## src/pkg/lsr_pkg.sv

```systemverilog
// package: constants, register map and types of the log sense responder
package lsr_pkg;
  localparam logic [7:0] LSR_OP_SENSE = 8'h4D;
  localparam logic [1:0] LSR_PC_CUMUL = 2'h1;
  localparam logic [1:0] LSR_FL_STOP = 2'h0;
  localparam logic [1:0] LSR_FL_ASCII = 2'h1;
  localparam logic [1:0] LSR_FL_RUN = 2'h2;
  localparam logic [1:0] LSR_FL_BIN = 2'h3;
  localparam logic [15:0] LSR_HDR_LEN = 16'h0004;
  localparam logic [15:0] LSR_P0_LEN = 16'h0011;
  localparam logic [7:0] LSR_PVAL_LEN = 8'h08;
  localparam logic [3:0] LSR_PHDR_LEN = 4'h4;
  localparam logic [3:0] LSR_PARM_LAST = 4'hB;
  localparam int LSR_CNT_W = 64;
  localparam int LSR_NUM_PAGES = 17;
  localparam logic [7:0] LSR_PAGES [LSR_NUM_PAGES] = '{
    8'h00, 8'h02, 8'h03, 8'h05, 8'h06, 8'h08, 8'h0D, 8'h0E, 8'h0F,
    8'h10, 8'h15, 8'h18, 8'h19, 8'h1A, 8'h2F, 8'h30, 8'h37};
  localparam logic [3:0] LSR_SK_ILLEGAL = 4'h5;
  localparam logic [7:0] LSR_ASC_FIELD = 8'h24;
  localparam logic [7:0] LSR_ASC_OPCODE = 8'h20;
  localparam logic [7:0] LSR_OFF_CTRL = 8'h00;
  localparam logic [7:0] LSR_OFF_CDB0 = 8'h04;
  localparam logic [7:0] LSR_OFF_CDB1 = 8'h08;
  localparam logic [7:0] LSR_OFF_CDB2 = 8'h0C;
  localparam logic [7:0] LSR_OFF_STAT = 8'h10;
  localparam logic [7:0] LSR_OFF_FLCFG = 8'h14;
  localparam logic [7:0] LSR_OFF_XFER = 8'h18;
  localparam int LSR_CTRL_GO = 0;
  localparam int LSR_CTRL_CLR = 1;
  localparam int LSR_CTRL_LIST = 2;
  localparam int LSR_ST_UA = 3;
  localparam logic [31:0] LSR_CDB_RST = 32'h0000_0000;
  localparam logic [31:0] LSR_FL_RST = 32'h0000_0000;
  localparam logic [1:0] LSR_RESP_OKAY = 2'h0;
  localparam logic [1:0] LSR_RESP_SLVERR = 2'h2;
  typedef enum logic [1:0] {LSR_IDLE, LSR_CHECK, LSR_SEND} lsr_state_type;
endpackage : lsr_pkg

```

## src/hw/lsr_counters.sv

```systemverilog
// log counters with format-and-linking saturation behaviour
`timescale 1ns/10ps
module lsr_counters #(
  parameter int N = 4
) (
  input logic mclk,
  input logic rst,
  input logic [N-1:0] evt,
  input logic [N-1:0][1:0] fl,
  input logic clear,
  output logic [N-1:0][lsr_pkg::LSR_CNT_W-1:0] val
);
  localparam int W = lsr_pkg::LSR_CNT_W;
  logic [N-1:0] sat;
  logic [N-1:0] frozen_q;

  for (genvar i = 0; i < N; i++) begin : g_cnt
    wire other_sat = |(sat & ~(N'(1) << i));
    wire is_stop = fl[i] == lsr_pkg::LSR_FL_STOP;
    wire is_run = fl[i] == lsr_pkg::LSR_FL_RUN;
    // lists never saturate and are not counted here
    wire bump = evt[i] && !sat[i] &&
      ((is_stop && !frozen_q[i] && !other_sat) || is_run);
    assign sat[i] = &val[i];
    always_ff @(posedge mclk) begin
      if (rst || clear) begin
        val[i] <= '0;
        frozen_q[i] <= 1'b0;
      end else begin
        if (bump) begin
          val[i] <= val[i] + {{(W-1){1'b0}}, 1'b1};
        end
        if (is_stop && other_sat) begin
          frozen_q[i] <= 1'b1;
        end
      end
    end
    a_freeze_stop: assert property (@(posedge mclk) disable iff (rst)
      (is_stop && other_sat && !clear) |=> $stable(val[i]))
      else $error("stop counter moved after another saturated");
    a_run_keeps: assert property (@(posedge mclk) disable iff (rst)
      (is_run && evt[i] && !sat[i] && !clear) |=> val[i] == $past(val[i]) + 1)
      else $error("run counter did not count");
  end
endmodule : lsr_counters

```

## src/hw/lsr_responder.sv

```systemverilog
// log sense command decoder and data-in streamer behind an axi4-lite slave
`timescale 1ns/10ps
module lsr_responder #(
  parameter int N_CNT = 4,
  parameter logic [5:0] CNT_PAGE = 6'h02
) (
  input logic mclk,
  input logic rst,
  input logic [7:0] s_awaddr,
  input logic s_awvalid,
  output logic s_awready,
  input logic [31:0] s_wdata,
  input logic [3:0] s_wstrb,
  input logic s_wvalid,
  output logic s_wready,
  output logic [1:0] s_bresp,
  output logic s_bvalid,
  input logic s_bready,
  input logic [7:0] s_araddr,
  input logic s_arvalid,
  output logic s_arready,
  output logic [31:0] s_rdata,
  output logic [1:0] s_rresp,
  output logic s_rvalid,
  input logic s_rready,
  output logic [7:0] din_data,
  output logic din_valid,
  input logic din_ready,
  output logic din_last,
  input logic [N_CNT-1:0] cnt_evt,
  output logic save_req,
  output logic unit_attn
);
  localparam logic [15:0] NC16 = 16'(N_CNT);

  function automatic logic [31:0] lsr_merge(input logic [31:0] old,
      input logic [31:0] nw, input logic [3:0] strb);
    logic [31:0] r;
    r = old;
    for (int b = 0; b < 4; b++) begin
      if (strb[b]) begin
        r[8*b +: 8] = nw[8*b +: 8];
      end
    end
    return r;
  endfunction : lsr_merge

  function automatic logic lsr_listed(input logic [5:0] code);
    logic hit;
    hit = 1'b0;
    for (int k = 0; k < lsr_pkg::LSR_NUM_PAGES; k++) begin
      if (lsr_pkg::LSR_PAGES[k] == {2'b00, code}) begin
        hit = 1'b1;
      end
    end
    return hit;
  endfunction : lsr_listed

  lsr_pkg::lsr_state_type st_q;
  logic aw_hold_q;
  logic [7:0] aw_addr_q;
  logic w_hold_q;
  logic [31:0] w_data_q;
  logic [3:0] w_strb_q;
  logic bvalid_q;
  logic [1:0] bresp_q;
  logic rvalid_q;
  logic [31:0] rdata_q;
  logic [1:0] rresp_q;
  logic [31:0] cdb0_q;
  logic [31:0] cdb1_q;
  logic [15:0] cdb2_q;
  logic [31:0] fl_q;
  logic list_q;
  logic done_q;
  logic check_q;
  logic ua_q;
  logic [3:0] sk_q;
  logic [7:0] asc_q;
  logic save_q;
  logic [15:0] cnt_q;
  logic [7:0] par_q;
  logic [3:0] off_q;
  logic [7:0] data_q;
  logic vld_q;
  logic last_q;
  logic ctl_q;
  logic [N_CNT-1:0][lsr_pkg::LSR_CNT_W-1:0] cval;
  logic [N_CNT-1:0][1:0] fl_vec;

  // bus handshakes
  assign s_awready = !aw_hold_q && !bvalid_q;
  assign s_wready = !w_hold_q && !bvalid_q;
  assign s_arready = !rvalid_q;
  assign s_bvalid = bvalid_q;
  assign s_bresp = bresp_q;
  assign s_rvalid = rvalid_q;
  assign s_rdata = rdata_q;
  assign s_rresp = rresp_q;
  wire wr_go = aw_hold_q && w_hold_q;
  wire rd_go = s_arvalid && s_arready;
  wire idle = st_q == lsr_pkg::LSR_IDLE;

  // write decode; command bytes are frozen while a command runs
  wire wa_ctrl = aw_addr_q == lsr_pkg::LSR_OFF_CTRL;
  wire wa_cdb0 = aw_addr_q == lsr_pkg::LSR_OFF_CDB0;
  wire wa_cdb1 = aw_addr_q == lsr_pkg::LSR_OFF_CDB1;
  wire wa_cdb2 = aw_addr_q == lsr_pkg::LSR_OFF_CDB2;
  wire wa_stat = aw_addr_q == lsr_pkg::LSR_OFF_STAT;
  wire wa_fl = aw_addr_q == lsr_pkg::LSR_OFF_FLCFG;
  wire wa_xfer = aw_addr_q == lsr_pkg::LSR_OFF_XFER;
  wire wr_map = wa_ctrl || wa_cdb0 || wa_cdb1 || wa_cdb2 ||
    wa_stat || wa_fl || wa_xfer;
  wire wr_ctrl0 = wr_go && wa_ctrl && w_strb_q[0];
  wire go = wr_ctrl0 && w_data_q[lsr_pkg::LSR_CTRL_GO] && idle;
  wire log_clr = wr_ctrl0 && w_data_q[lsr_pkg::LSR_CTRL_CLR];
  wire ua_wclr = wr_go && wa_stat && w_strb_q[0] &&
    w_data_q[lsr_pkg::LSR_ST_UA];
  wire wr_cdb = wr_go && idle;
  wire [31:0] cdb2_m = lsr_merge({16'h0000, cdb2_q}, w_data_q, w_strb_q);

  // read decode
  wire [31:0] stat_w = {8'h00, asc_q, 4'h0, sk_q,
    4'h0, ua_q, check_q, done_q, !idle};
  wire ra_ctrl = s_araddr == lsr_pkg::LSR_OFF_CTRL;
  wire ra_cdb0 = s_araddr == lsr_pkg::LSR_OFF_CDB0;
  wire ra_cdb1 = s_araddr == lsr_pkg::LSR_OFF_CDB1;
  wire ra_cdb2 = s_araddr == lsr_pkg::LSR_OFF_CDB2;
  wire ra_stat = s_araddr == lsr_pkg::LSR_OFF_STAT;
  wire ra_fl = s_araddr == lsr_pkg::LSR_OFF_FLCFG;
  wire ra_xfer = s_araddr == lsr_pkg::LSR_OFF_XFER;
  wire rd_map = ra_ctrl || ra_cdb0 || ra_cdb1 || ra_cdb2 ||
    ra_stat || ra_fl || ra_xfer;
  wire [31:0] rd_mux =
    ra_ctrl ? {29'h0, list_q, 2'b00} :
    ra_cdb0 ? cdb0_q :
    ra_cdb1 ? cdb1_q :
    ra_cdb2 ? {16'h0000, cdb2_q} :
    ra_stat ? stat_w :
    ra_fl ? fl_q :
    ra_xfer ? {16'h0000, cnt_q} : 32'h0000_0000;

  // command fields, byte n of the block sits in lane n mod 4
  wire [7:0] op = cdb0_q[7:0];
  wire sp = cdb0_q[8];
  wire [1:0] pc = cdb0_q[23:22];
  wire [5:0] pg = cdb0_q[21:16];
  wire [15:0] ptr = {cdb1_q[15:8], cdb1_q[23:16]};
  wire [15:0] alloc = {cdb1_q[31:24], cdb2_q[7:0]};
  wire op_bad = op != lsr_pkg::LSR_OP_SENSE;
  wire pc_bad = pc != lsr_pkg::LSR_PC_CUMUL;
  wire pg_bad = !list_q && !lsr_listed(pg);
  wire cmd_bad = op_bad || pc_bad || pg_bad;
  wire pg_is0 = !list_q && pg == 6'h00;
  wire pg_iscnt = list_q || pg == CNT_PAGE;
  wire [5:0] pg_out = pg_iscnt ? CNT_PAGE : pg;

  // lengths: pointer past the last code leaves an empty page
  wire [15:0] first16 = (ptr > NC16) ? NC16 : ptr;
  wire [15:0] npar = NC16 - first16;
  wire [15:0] plen = pg_is0 ? lsr_pkg::LSR_P0_LEN :
    pg_iscnt ? 16'((npar << 3) + (npar << 2)) : 16'h0000;
  wire [15:0] total = plen + lsr_pkg::LSR_HDR_LEN;
  wire [15:0] lim = (alloc < total) ? alloc : total;

  // byte selection
  wire [7:0] hdr_b = (cnt_q[1:0] == 2'd0) ? {2'b00, pg_out} :
    (cnt_q[1:0] == 2'd1) ? 8'h00 :
    (cnt_q[1:0] == 2'd2) ? plen[15:8] : plen[7:0];
  wire [15:0] idx16 = cnt_q - lsr_pkg::LSR_HDR_LEN;
  wire [7:0] list_b = lsr_pkg::LSR_PAGES[idx16[4:0]];
  assign fl_vec = fl_q[2*N_CNT-1:0];
  // du, tsd, etc and tmc all zero; only the linking code is live
  wire [7:0] ctl_b = {6'b000000, fl_vec[par_q]};
  wire [3:0] voff = off_q - lsr_pkg::LSR_PHDR_LEN;
  wire [lsr_pkg::LSR_CNT_W-1:0] vsh = cval[par_q] << {voff, 3'b000};
  wire [7:0] par_b = (off_q == 4'd0) ? 8'h00 :
    (off_q == 4'd1) ? par_q :
    (off_q == 4'd2) ? ctl_b :
    (off_q == 4'd3) ? lsr_pkg::LSR_PVAL_LEN :
    vsh[lsr_pkg::LSR_CNT_W-1 -: 8];
  wire in_hdr = cnt_q < lsr_pkg::LSR_HDR_LEN;
  wire [7:0] byte_nx = in_hdr ? hdr_b :
    pg_is0 ? list_b :
    pg_iscnt ? par_b : 8'h00;
  wire slot = !vld_q || din_ready;
  wire sending = st_q == lsr_pkg::LSR_SEND;
  wire load = sending && slot && cnt_q != lim;
  wire finish = sending && slot && cnt_q == lim;

  assign din_data = data_q;
  assign din_valid = vld_q;
  assign din_last = last_q;
  assign save_req = save_q;
  assign unit_attn = ua_q;

  lsr_counters #(
    .N(N_CNT)
  ) u_cnt (
    .mclk(mclk),
    .rst(rst),
    .evt(cnt_evt),
    .fl(fl_vec),
    .clear(log_clr),
    .val(cval)
  );

  // axi4-lite channels
  always_ff @(posedge mclk) begin
    if (rst) begin
      aw_hold_q <= 1'b0;
      aw_addr_q <= 8'h00;
      w_hold_q <= 1'b0;
      w_data_q <= 32'h0000_0000;
      w_strb_q <= 4'h0;
      bvalid_q <= 1'b0;
      bresp_q <= lsr_pkg::LSR_RESP_OKAY;
      rvalid_q <= 1'b0;
      rdata_q <= 32'h0000_0000;
      rresp_q <= lsr_pkg::LSR_RESP_OKAY;
    end else begin
      if (s_awvalid && s_awready) begin
        aw_hold_q <= 1'b1;
        aw_addr_q <= s_awaddr;
      end else if (wr_go) begin
        aw_hold_q <= 1'b0;
      end
      if (s_wvalid && s_wready) begin
        w_hold_q <= 1'b1;
        w_data_q <= s_wdata;
        w_strb_q <= s_wstrb;
      end else if (wr_go) begin
        w_hold_q <= 1'b0;
      end
      if (wr_go) begin
        bvalid_q <= 1'b1;
        bresp_q <= wr_map ? lsr_pkg::LSR_RESP_OKAY
          : lsr_pkg::LSR_RESP_SLVERR;
      end else if (s_bready) begin
        bvalid_q <= 1'b0;
      end
      if (rd_go) begin
        rvalid_q <= 1'b1;
        rdata_q <= rd_mux;
        rresp_q <= rd_map ? lsr_pkg::LSR_RESP_OKAY
          : lsr_pkg::LSR_RESP_SLVERR;
      end else if (s_rready) begin
        rvalid_q <= 1'b0;
      end
    end
  end

  // software-written state
  always_ff @(posedge mclk) begin
    if (rst) begin
      cdb0_q <= lsr_pkg::LSR_CDB_RST;
      cdb1_q <= lsr_pkg::LSR_CDB_RST;
      cdb2_q <= lsr_pkg::LSR_CDB_RST[15:0];
      fl_q <= lsr_pkg::LSR_FL_RST;
      list_q <= 1'b0;
      ua_q <= 1'b0;
    end else begin
      if (wr_cdb && wa_cdb0) begin
        cdb0_q <= lsr_merge(cdb0_q, w_data_q, w_strb_q);
      end
      if (wr_cdb && wa_cdb1) begin
        cdb1_q <= lsr_merge(cdb1_q, w_data_q, w_strb_q);
      end
      if (wr_cdb && wa_cdb2) begin
        cdb2_q <= cdb2_m[15:0];
      end
      if (wr_cdb && wa_fl) begin
        fl_q <= lsr_merge(fl_q, w_data_q, w_strb_q);
      end
      if (wr_cdb && wa_ctrl && w_strb_q[0]) begin
        list_q <= w_data_q[lsr_pkg::LSR_CTRL_LIST];
      end
      // a new reset beats a software clear in the same cycle
      if (log_clr) begin
        ua_q <= 1'b1;
      end else if (ua_wclr) begin
        ua_q <= 1'b0;
      end
    end
  end

  // command sequencer and data-in stream
  always_ff @(posedge mclk) begin
    if (rst) begin
      st_q <= lsr_pkg::LSR_IDLE;
      done_q <= 1'b0;
      check_q <= 1'b0;
      sk_q <= 4'h0;
      asc_q <= 8'h00;
      save_q <= 1'b0;
      cnt_q <= 16'h0000;
      par_q <= 8'h00;
      off_q <= 4'h0;
      data_q <= 8'h00;
      vld_q <= 1'b0;
      last_q <= 1'b0;
      ctl_q <= 1'b0;
    end else begin
      save_q <= 1'b0;
      case (st_q)
        lsr_pkg::LSR_IDLE: begin
          if (go) begin
            st_q <= lsr_pkg::LSR_CHECK;
            done_q <= 1'b0;
            check_q <= 1'b0;
            sk_q <= 4'h0;
            asc_q <= 8'h00;
            cnt_q <= 16'h0000;
          end
        end
        lsr_pkg::LSR_CHECK: begin
          par_q <= first16[7:0];
          off_q <= 4'h0;
          if (cmd_bad) begin
            st_q <= lsr_pkg::LSR_IDLE;
            done_q <= 1'b1;
            check_q <= 1'b1;
            sk_q <= lsr_pkg::LSR_SK_ILLEGAL;
            asc_q <= op_bad ? lsr_pkg::LSR_ASC_OPCODE
              : lsr_pkg::LSR_ASC_FIELD;
          end else begin
            save_q <= sp;
            if (alloc == 16'h0000) begin
              st_q <= lsr_pkg::LSR_IDLE;
              done_q <= 1'b1;
            end else begin
              st_q <= lsr_pkg::LSR_SEND;
            end
          end
        end
        lsr_pkg::LSR_SEND: begin
          if (finish) begin
            st_q <= lsr_pkg::LSR_IDLE;
            done_q <= 1'b1;
          end
        end
        default: begin
          st_q <= lsr_pkg::LSR_IDLE;
        end
      endcase
      // counters may tick mid-value; bytes of a value are not snapshotted
      if (load) begin
        data_q <= byte_nx;
        vld_q <= 1'b1;
        last_q <= (cnt_q + 16'h0001) == lim;
        ctl_q <= !in_hdr && pg_iscnt && off_q == 4'd2;
        cnt_q <= cnt_q + 16'h0001;
        if (!in_hdr && pg_iscnt) begin
          if (off_q == lsr_pkg::LSR_PARM_LAST) begin
            off_q <= 4'h0;
            par_q <= par_q + 8'h01;
          end else begin
            off_q <= off_q + 4'h1;
          end
        end
      end else if (din_ready) begin
        vld_q <= 1'b0;
        last_q <= 1'b0;
      end
    end
  end

  wire chk = st_q == lsr_pkg::LSR_CHECK;
  a_opcode_chk: assert property (@(posedge mclk) disable iff (rst)
    (chk && op_bad) |=> check_q && asc_q == lsr_pkg::LSR_ASC_OPCODE)
    else $error("wrong opcode accepted");
  a_pc_chk: assert property (@(posedge mclk) disable iff (rst)
    (chk && !op_bad && pc_bad) |=> check_q &&
    sk_q == lsr_pkg::LSR_SK_ILLEGAL && asc_q == lsr_pkg::LSR_ASC_FIELD)
    else $error("page control not refused");
  a_page_chk: assert property (@(posedge mclk) disable iff (rst)
    (chk && !op_bad && !pc_bad && !list_q && !lsr_listed(pg))
    |=> check_q && !vld_q)
    else $error("unsupported page accepted");
  a_save_req: assert property (@(posedge mclk) disable iff (rst)
    (chk && !cmd_bad) |=> save_req == $past(sp))
    else $error("save request does not follow save bit");
  a_zero_alloc: assert property (@(posedge mclk) disable iff (rst)
    (chk && !cmd_bad && alloc == 16'h0000) |=> idle && done_q &&
    !check_q && cnt_q == 16'h0000 ##1 !din_valid)
    else $error("zero allocation moved data or failed");
  a_len_limit: assert property (@(posedge mclk) disable iff (rst)
    (din_valid && din_ready && din_last) |-> cnt_q == lim)
    else $error("transfer ended at wrong count");
  a_no_overrun: assert property (@(posedge mclk) disable iff (rst)
    sending |-> cnt_q <= lim)
    else $error("transfer ran past limit");
  a_hdr_code: assert property (@(posedge mclk) disable iff (rst)
    (din_valid && cnt_q == 16'h0001) |-> din_data == {2'b00, pg_out})
    else $error("page header code wrong");
  a_ctrl_zero: assert property (@(posedge mclk) disable iff (rst)
    (din_valid && ctl_q) |-> din_data[7:2] == 6'h00)
    else $error("control flags not zero");
  a_ua_post: assert property (@(posedge mclk) disable iff (rst)
    log_clr |=> unit_attn ##1 (unit_attn || $past(ua_wclr)))
    else $error("unit attention not posted");
endmodule : lsr_responder

```

## config.mk

```make
export PLATFORM = sky130hd
export DESIGN_NAME = lsr_responder
export DESIGN_NICKNAME = d
export VERILOG_FILES = /design/src/pkg/lsr_pkg.sv /design/src/hw/lsr_counters.sv /design/src/hw/lsr_responder.sv
export SDC_FILE = /design/constraint.sdc
export NUM_CORES = 1
export LEC_CHECK = 0
export CAP_MARGIN = 15
export CORE_ASPECT_RATIO = 0.5
export CORE_MARGIN = 2
export CORE_UTILIZATION = 55
export DETAILED_ROUTE_END_ITERATION = 10
export DONT_BUFFER_PORTS = 1
export PLACE_DENSITY_LB_ADDON = 0.05
export SYNTH_ARGS = -nofsm -noshare
export SYNTH_HDL_FRONTEND = slang
export SYNTH_HIERARCHICAL = 1
export SYNTH_SLANG_ARGS = --single-unit
```

## constraint.sdc

```tcl
create_clock -name mclk -period 16.15 [get_ports mclk]
set_clock_uncertainty 0.1 [all_clocks]
set_input_delay 1.615 -clock mclk [delete_from_list [all_inputs] [get_ports mclk]]
set_output_delay 1.615 -clock mclk [all_outputs]
set_load 0.02 [all_outputs]
```

Word level (Yosys, flattened, before mapping)
Memories as Yosys holds them, arrays and structs flattened.
Cells that the tools add are included.
Widths: inputs -> output; s select.
{"block": "word_totals", "ff_bits": 513, "romBits": 256, "input_bits": 64, "wordCells": 343, "n_memories": 1}
{"memory": "(name not given)", "words": 32, "word_bits": 8, "read_ports": 1, "rd_clocked_by_memory_dff": 0, "wr": 0, "line": "lsr_responder.sv:171", "text": "wire [7:0] list_b = lsr_pkg::LSR_PAGES[idx16[4:0]];"}
{"block": "classes", "addsub": 12, "n_lt_le_gt_ge": 5, "eq_ne": 50, "shifts": 1, "muxes": 89, "bitwise": 2, "n_reduce_logical": 137}
{"op": "$add 64x1->64 const B", "count": 4}
{"op": "$reduce_and 64->1", "count": 4}
{"op": "$mux 32", "count": 6}
{"op": "$mux 8", "count": 18}
{"op": "$bmux 64 s2", "count": 1}
{"op": "$mux 16", "count": 7}
{"op": "$mux 64", "count": 1}
{"op": "$shl 64x7->64", "count": 1}
{"op": "$eq 8x5->1 const B", "count": 6}
{"op": "$logic_and 1x1->1", "count": 47}
{"op": "$mux 1", "count": 34}
{"op": "$eq 16x16->1", "count": 2}
{"op": "$eq 8x4->1 const B", "count": 4}
{"op": "$reduce_and 2->1", "count": 16}
{"op": "$eq 5x6->1 const A", "count": 5}
{"op": "$eq 4x6->1 const A", "count": 4}
{"op": "$mux 4", "count": 6}
{"op": "$logic_not 1->1", "count": 21}
{"op": "$logic_or 1x1->1", "count": 21}
{"op": "$eq 6x6->1 const A", "count": 3}
{"op": "$reduce_bool 2->1", "count": 9}
{"op": "$add 16x1->16 const B", "count": 1}
{"op": "$add 16x16->16", "count": 1}
{"op": "$add 16x3->16 const B", "count": 1}
{"op": "other kinds (45)", "count": 73}

Depth between registers and ports, before layout
{"block": "logic_depth", "ltp_word": 23, "mapped_depth": 33, "mapped_depth_nobuf": 27}

Modules after synthesis
Netlist, hierarchy kept.
{"mod": "lsr_responder", "n_inst": 1, "cells_per_inst": 1865, "area_each_um2": 15546.2, "seq_area_each_um2": 4804.6}
{"mod": "lsr_counters", "n_inst": 1, "cells_per_inst": 1644, "area_each_um2": 13262.7, "seq_area_each_um2": 5205.0}

Worst setup path before layout
OpenSTA, ideal clock, no wires.
{"block": "synth_timing", "path_kind": "reg-to-reg", "start": "reg cdb1_q[20]", "end": "reg last_q, in the netlist din_last", "setup_ns": 0.070, "arrival_ns": 7.810, "setup_slack_ns": 8.170, "path_stages_with_launch": 32, "path_buffers": 4, "cell_sequence": "dfxtp_1 > nor4_4 > and4_1 > clkbuf_1 > and2_1 > inv_1 > ha_1 > buf_1 > xnor2_1 > fa_1 > a211oi_1 > nor3_1 > or3_1 > or4_4 > nor4_2 > nand3_2 > mux2i_4 > ha_1 > nand4_1 > a2111oi_0 > o21ai_1 > nand2_1 > clkbuf_1 > buf_1 > mux2i_1 > xnor3_1 > o22ai_1 > nand4_1 > or4_1 > nor4_1 > nand3_1 > a21oi_1"}
{"block": "synth_via", "elab_chain_len": 12}
{"item": "from (decl)", "line": "lsr_responder.sv:71", "text": "logic [31:0] cdb1_q;"}
{"item": "from (signal assigned)", "line": "lsr_responder.sv:257", "text": "cdb1_q <= lsr_pkg::LSR_CDB_RST;"}
{"item": "from (signal assigned)", "line": "lsr_responder.sv:267", "text": "cdb1_q <= lsr_merge(cdb1_q, w_data_q, w_strb_q);"}
{"item": "$gt 16x3->1", "line": "lsr_responder.sv:159", "text": "wire [15:0] first16 = (ptr > NC16) ? NC16 : ptr;"}
{"item": "$mux 14 (*)", "line": "lsr_responder.sv:159"}
{"item": "$sub 3x14->14 (*)", "line": "lsr_responder.sv:160", "text": "wire [15:0] npar = NC16 - first16;"}
{"item": "$add 16x16->16 (*)", "line": "lsr_responder.sv:162", "text": "pg_iscnt ? 16'((npar << 3) + (npar << 2)) : 16'h0000;"}
{"item": "$mux 16 (*)", "line": "lsr_responder.sv:162"}
{"item": "$mux 16 (*)", "line": "lsr_responder.sv:161", "text": "wire [15:0] plen = pg_is0 ? lsr_pkg::LSR_P0_LEN :"}
{"item": "$add 16x3->16 (*)", "line": "lsr_responder.sv:163", "text": "wire [15:0] total = plen + lsr_pkg::LSR_HDR_LEN;"}
{"item": "$lt 16x16->1", "line": "lsr_responder.sv:164", "text": "wire [15:0] lim = (alloc < total) ? alloc : total;"}
{"item": "$mux 16 (*)", "line": "lsr_responder.sv:164"}
{"item": "$ne 16x16->1", "line": "lsr_responder.sv:188", "text": "wire load = sending && slot && cnt_q != lim;"}
{"item": "$logic_and 1x1->1", "line": "lsr_responder.sv:188"}
{"item": "$mux 1 or $reduce_bool 2->1 (tied branches)"}
{"item": "to (signal assigned)", "line": "lsr_responder.sv:350", "text": "last_q <= (cnt_q + 16'h0001) == lim;"}
{"item": "to (decl)", "line": "lsr_responder.sv:86", "text": "logic last_q;"}
Mark *: on every way between the ends. The rest lies on a longest branch, timed or not.
A chain may end at the register's enable or synchronous reset.

Worst setup path after layout
{"block": "layout_timing", "start": "reg cdb1_q[10]", "end": "reg cnt_q[9]"}
{"block": "layout_via", "elab_chain_len": 13}
{"item": "$gt 16x3->1", "line": "lsr_responder.sv:159"}
{"item": "$mux 14 (*)", "line": "lsr_responder.sv:159"}
{"item": "$sub 3x14->14 (*)", "line": "lsr_responder.sv:160"}
{"item": "$add 16x16->16 (*)", "line": "lsr_responder.sv:162"}
{"item": "$mux 16 (*)", "line": "lsr_responder.sv:162"}
{"item": "$mux 16 (*)", "line": "lsr_responder.sv:161"}
{"item": "$add 16x3->16 (*)", "line": "lsr_responder.sv:163"}
{"item": "$lt 16x16->1", "line": "lsr_responder.sv:164"}
{"item": "$mux 16 (*)", "line": "lsr_responder.sv:164"}
{"item": "$ne 16x16->1 (*)", "line": "lsr_responder.sv:188"}
{"item": "$logic_and 1x1->1 (*)", "line": "lsr_responder.sv:188"}
{"item": "$reduce_bool 2->1 (no line)"}
{"item": "$reduce_and 2->1 (no line)"}
{"item": "to (signal assigned)", "line": "lsr_responder.sv:352", "text": "cnt_q <= cnt_q + 16'h0001;"}
{"item": "to (decl)", "line": "lsr_responder.sv:81", "text": "logic [15:0] cnt_q;"}
Marked as above.

==> flow_summary.toml <==
[outcome]
outcome = "finished, final reports clean"

[timing]
fmax_ghz = 0.102
timing.final.crit_period_ns = 9.81
setup_violations = 0
period_share = 0.608
finalSetupTns_ns = 0
worst_pin_slew_ns = 1.22
slew_headroom = 0.187
rsz0062_at_grt = "no"
finalHoldViolations = 0
final-max-slew-violation-count = 0

[layout]
nets = 3498
drive_above_1_share = 0.0790
areaGrowthSynthToFinish_pct = 6.85
antenna_cells = 0

[pwr]
irDropWorstVdd_mv = 0.0774
p_total_uw = 2570
p_leak_uw = 0.00997
powerDensity_nw_per_um2 = 83.6

[setup_path]
path_delay_family = "simple AND/OR/NAND/NOR gates"
cp_max_fo = 24
slowest_delay_ns = 0.69
criticalPathCategory = "flip-flop to flip-flop"
crit_required_ns = 16.60
critPathSlowestCell = "nand2_1"
endpoint_kind = "flip-flop"
path_common_cell = "ha_1"
path_buf_inv = 1
cp.arrival_ns = 10.26
worstSetupStartpointType = "flip-flop"
worstSetupStartpoint = "cdb1_q[10]$_SDFFE_PP0P_"
regToRegStartpoint = "cdb1_q[10]$_SDFFE_PP0P_"

[placement]
port_buffers = 0
gp_congestion = 0.960
post-dp-hpwl_um = 66700

[logic_synthesis]
synth_area_um2 = 28800
ys.flop_type = "dfxtp_1"
synth-edff-count = 0
async_flop_share = 0
synth_common_cells = "dfxtp_1, nor2_1, nand2_1"
yosysTopAreaCellShare = 0.347
ys_ff_latch = 500
yosys-top-cells-area = "dfxtp_1, mux4_2, xnor2_1"
synthCells = 3509
synth.distinct_cells = 96
yosysTopAreaCell = "dfxtp_1"
synth-seq-area-share = 0.347
yosysMostFrequentCell = "dfxtp_1"
yosys_warnings = 6
postSynthAreaPerCell_um2 = 8.21

[detailed_routing]
drtAntennaViolNets = 0
first_pass_iters = 6
drcViolationCount = 0
vias_per_cell = 6.39
drt_iter0_markers = 2932
drt_wl_total_um = 92300
routedWlPerCell_um = 22.4
dr_total_vias = 26300

[clock_network]
numCtsBuffers = 47
clockRootBuffer = "clkbuf_16"
clkTransAtPathRegs_ns = 0.07
postCtsResizedCells = 0
cts_hold_buf = 0
clockBufferDepth = 3
worstSkewPairLatency_ns = 0.60
clock-sinks = 500
htreeDepth = 2
post_cts_buffers = 0
cts_tree = "done"

[global_routing]
grt_pass1_vias = 24100
antenna_found_initial = 1
grt_max_degree = 255
track_usage = 0.330
grt_pass1_wl_um = 142000
overflow = 0

[hold_path]
hold_path_class = "flip-flop to flip-flop"
worstHoldStart = "aw_addr_q[5]$_SDFFE_PP0P_"

[floorplanning]
io_pins = 117
rows = 59
die_y_um = 166
die_area_um2 = 54300
die_w_um = 328
initial_core_util = 0.556
core_um2 = 51800

[flow_run]
drv_cap = 0
==> worst register-to-register path: cells and delay by family (launching register included) <==
| family | cells | cell delay (ns) |
|---|---|---|
| adders and majority gates | 3 | 0.91 |
| muxes | 1 | 0.24 |
| DFF | 1 | 0.35 |
| xor gates and xnor gates | 1 | 0.36 |
| and+or+nand+nor | 12 | 4.02 |
| AOI/OAI and AO/OA | 9 | 3.68 |
| buffers and inverters | 1 | 0.08 |
==> where the power goes <==
group          internal [µW]  switching, µW
Clock                    700            520
Sequential              1250           26.3
Combinational           24.6           56.5
Total                   1970            603
==> state kept, by name, indices dropped and copies added, names as in the netlist, 2 cells and up <==
signal	cells
w_data_q	32
cdb1_q	32
aw_addr_q	8
st_q	2
u_cnt/frozen_q	4
off_q	4
par_q	8
cdb2_q	16
u_cnt/val	256
cdb0_q	32
cnt_q	16
din_data	8
w_strb_q	4
s_rdata	32
fl_q	32
==> cell families after synthesis <==
group | after synthesis | share of synthesized area
buf+inv | 283 | 0.0403
other cells | 1 | 0.000130
compound gates | 543 | 0.116
mux | 176 | 0.0971
flops | 500 | 0.347
fa+ha+maj | 50 | 0.0220
xor+xnor | 256 | 0.0795
simple gates | 1700 | 0.297
==> metal layers <==
metal	vias to the layer above	part of all wire	global-route usage
li1	12400	-	-
met1	12700	0.43	0.451
met2	1020	0.46	0.534
met3	190	0.072	0.0479
met4	0	0.039	0.115
met5	-	0	0
==> per-stage QoR <==
stage | instances | area, µm² | utilization | hold WS, ns | setup slack, ns
3_5_place_dp | 4036 | 29100 | 0.562 | 0.343 | 6.45
3_3_place_gp | 4036 | 29100 | 0.562 | 0.341 | 6.70
6_report | 4119 | 30800 | 0.594 | 0.350 | 6.34
2_1_floorplan | 3520 | 28900 | - | 0.331 | 8.17
4_1_cts | 4119 | 30800 | 0.594 | 0.352 | 6.41
5_1_grt | 4119 | 30800 | 0.594 | 0.367 | 5.44
==> layout by cell type, fill, tap and decap left out, types with 22 or more instances in the layout <==
master	Yosys	layout
nand3_1	210	210
nand4_1	115	115
buf_4	12	28
inv_1	68	68
nand2_1	393	393
ha_1	49	49
nor2_1	457	456
clkbuf_16	0	47
mux2i_1	87	87
or3_1	51	51
nor3_1	148	147
xor2_1	53	53
mux4_2	81	81
dfxtp_1	500	498
nor4_1	71	70
a21oi_1	239	239
a211oi_1	32	32
and4_1	25	25
and2_1	22	22
xnor2_1	199	199
o21ai_0	92	92
and3_1	42	42
==> final timing paths <==
check,to,slack (ns),depth (start not counted)
worst max register to register,cnt_q[9]$_SDFFE_PP0P_,6.34,27
worst max-delay path,cnt_q[9]$_SDFFE_PP0P_,6.34,27
worst min-delay path,aw_addr_q[5]$_SDFFE_PP0P_,0.35,2
worst min register to register,aw_addr_q[5]$_SDFFE_PP0P_,0.35,2
==> layout make-up <==
class                   count  area [µm²]
multi-input cells        2737       17800
repair buffers             28         210
inverters                  70         263
clock buffers              69        1400
clock inverters            14         268
flip-flops and latches    500       10000
well taps                 701         877
fillers                  4846       21000
No activity file was read; power rests on OpenSTA's default activity.
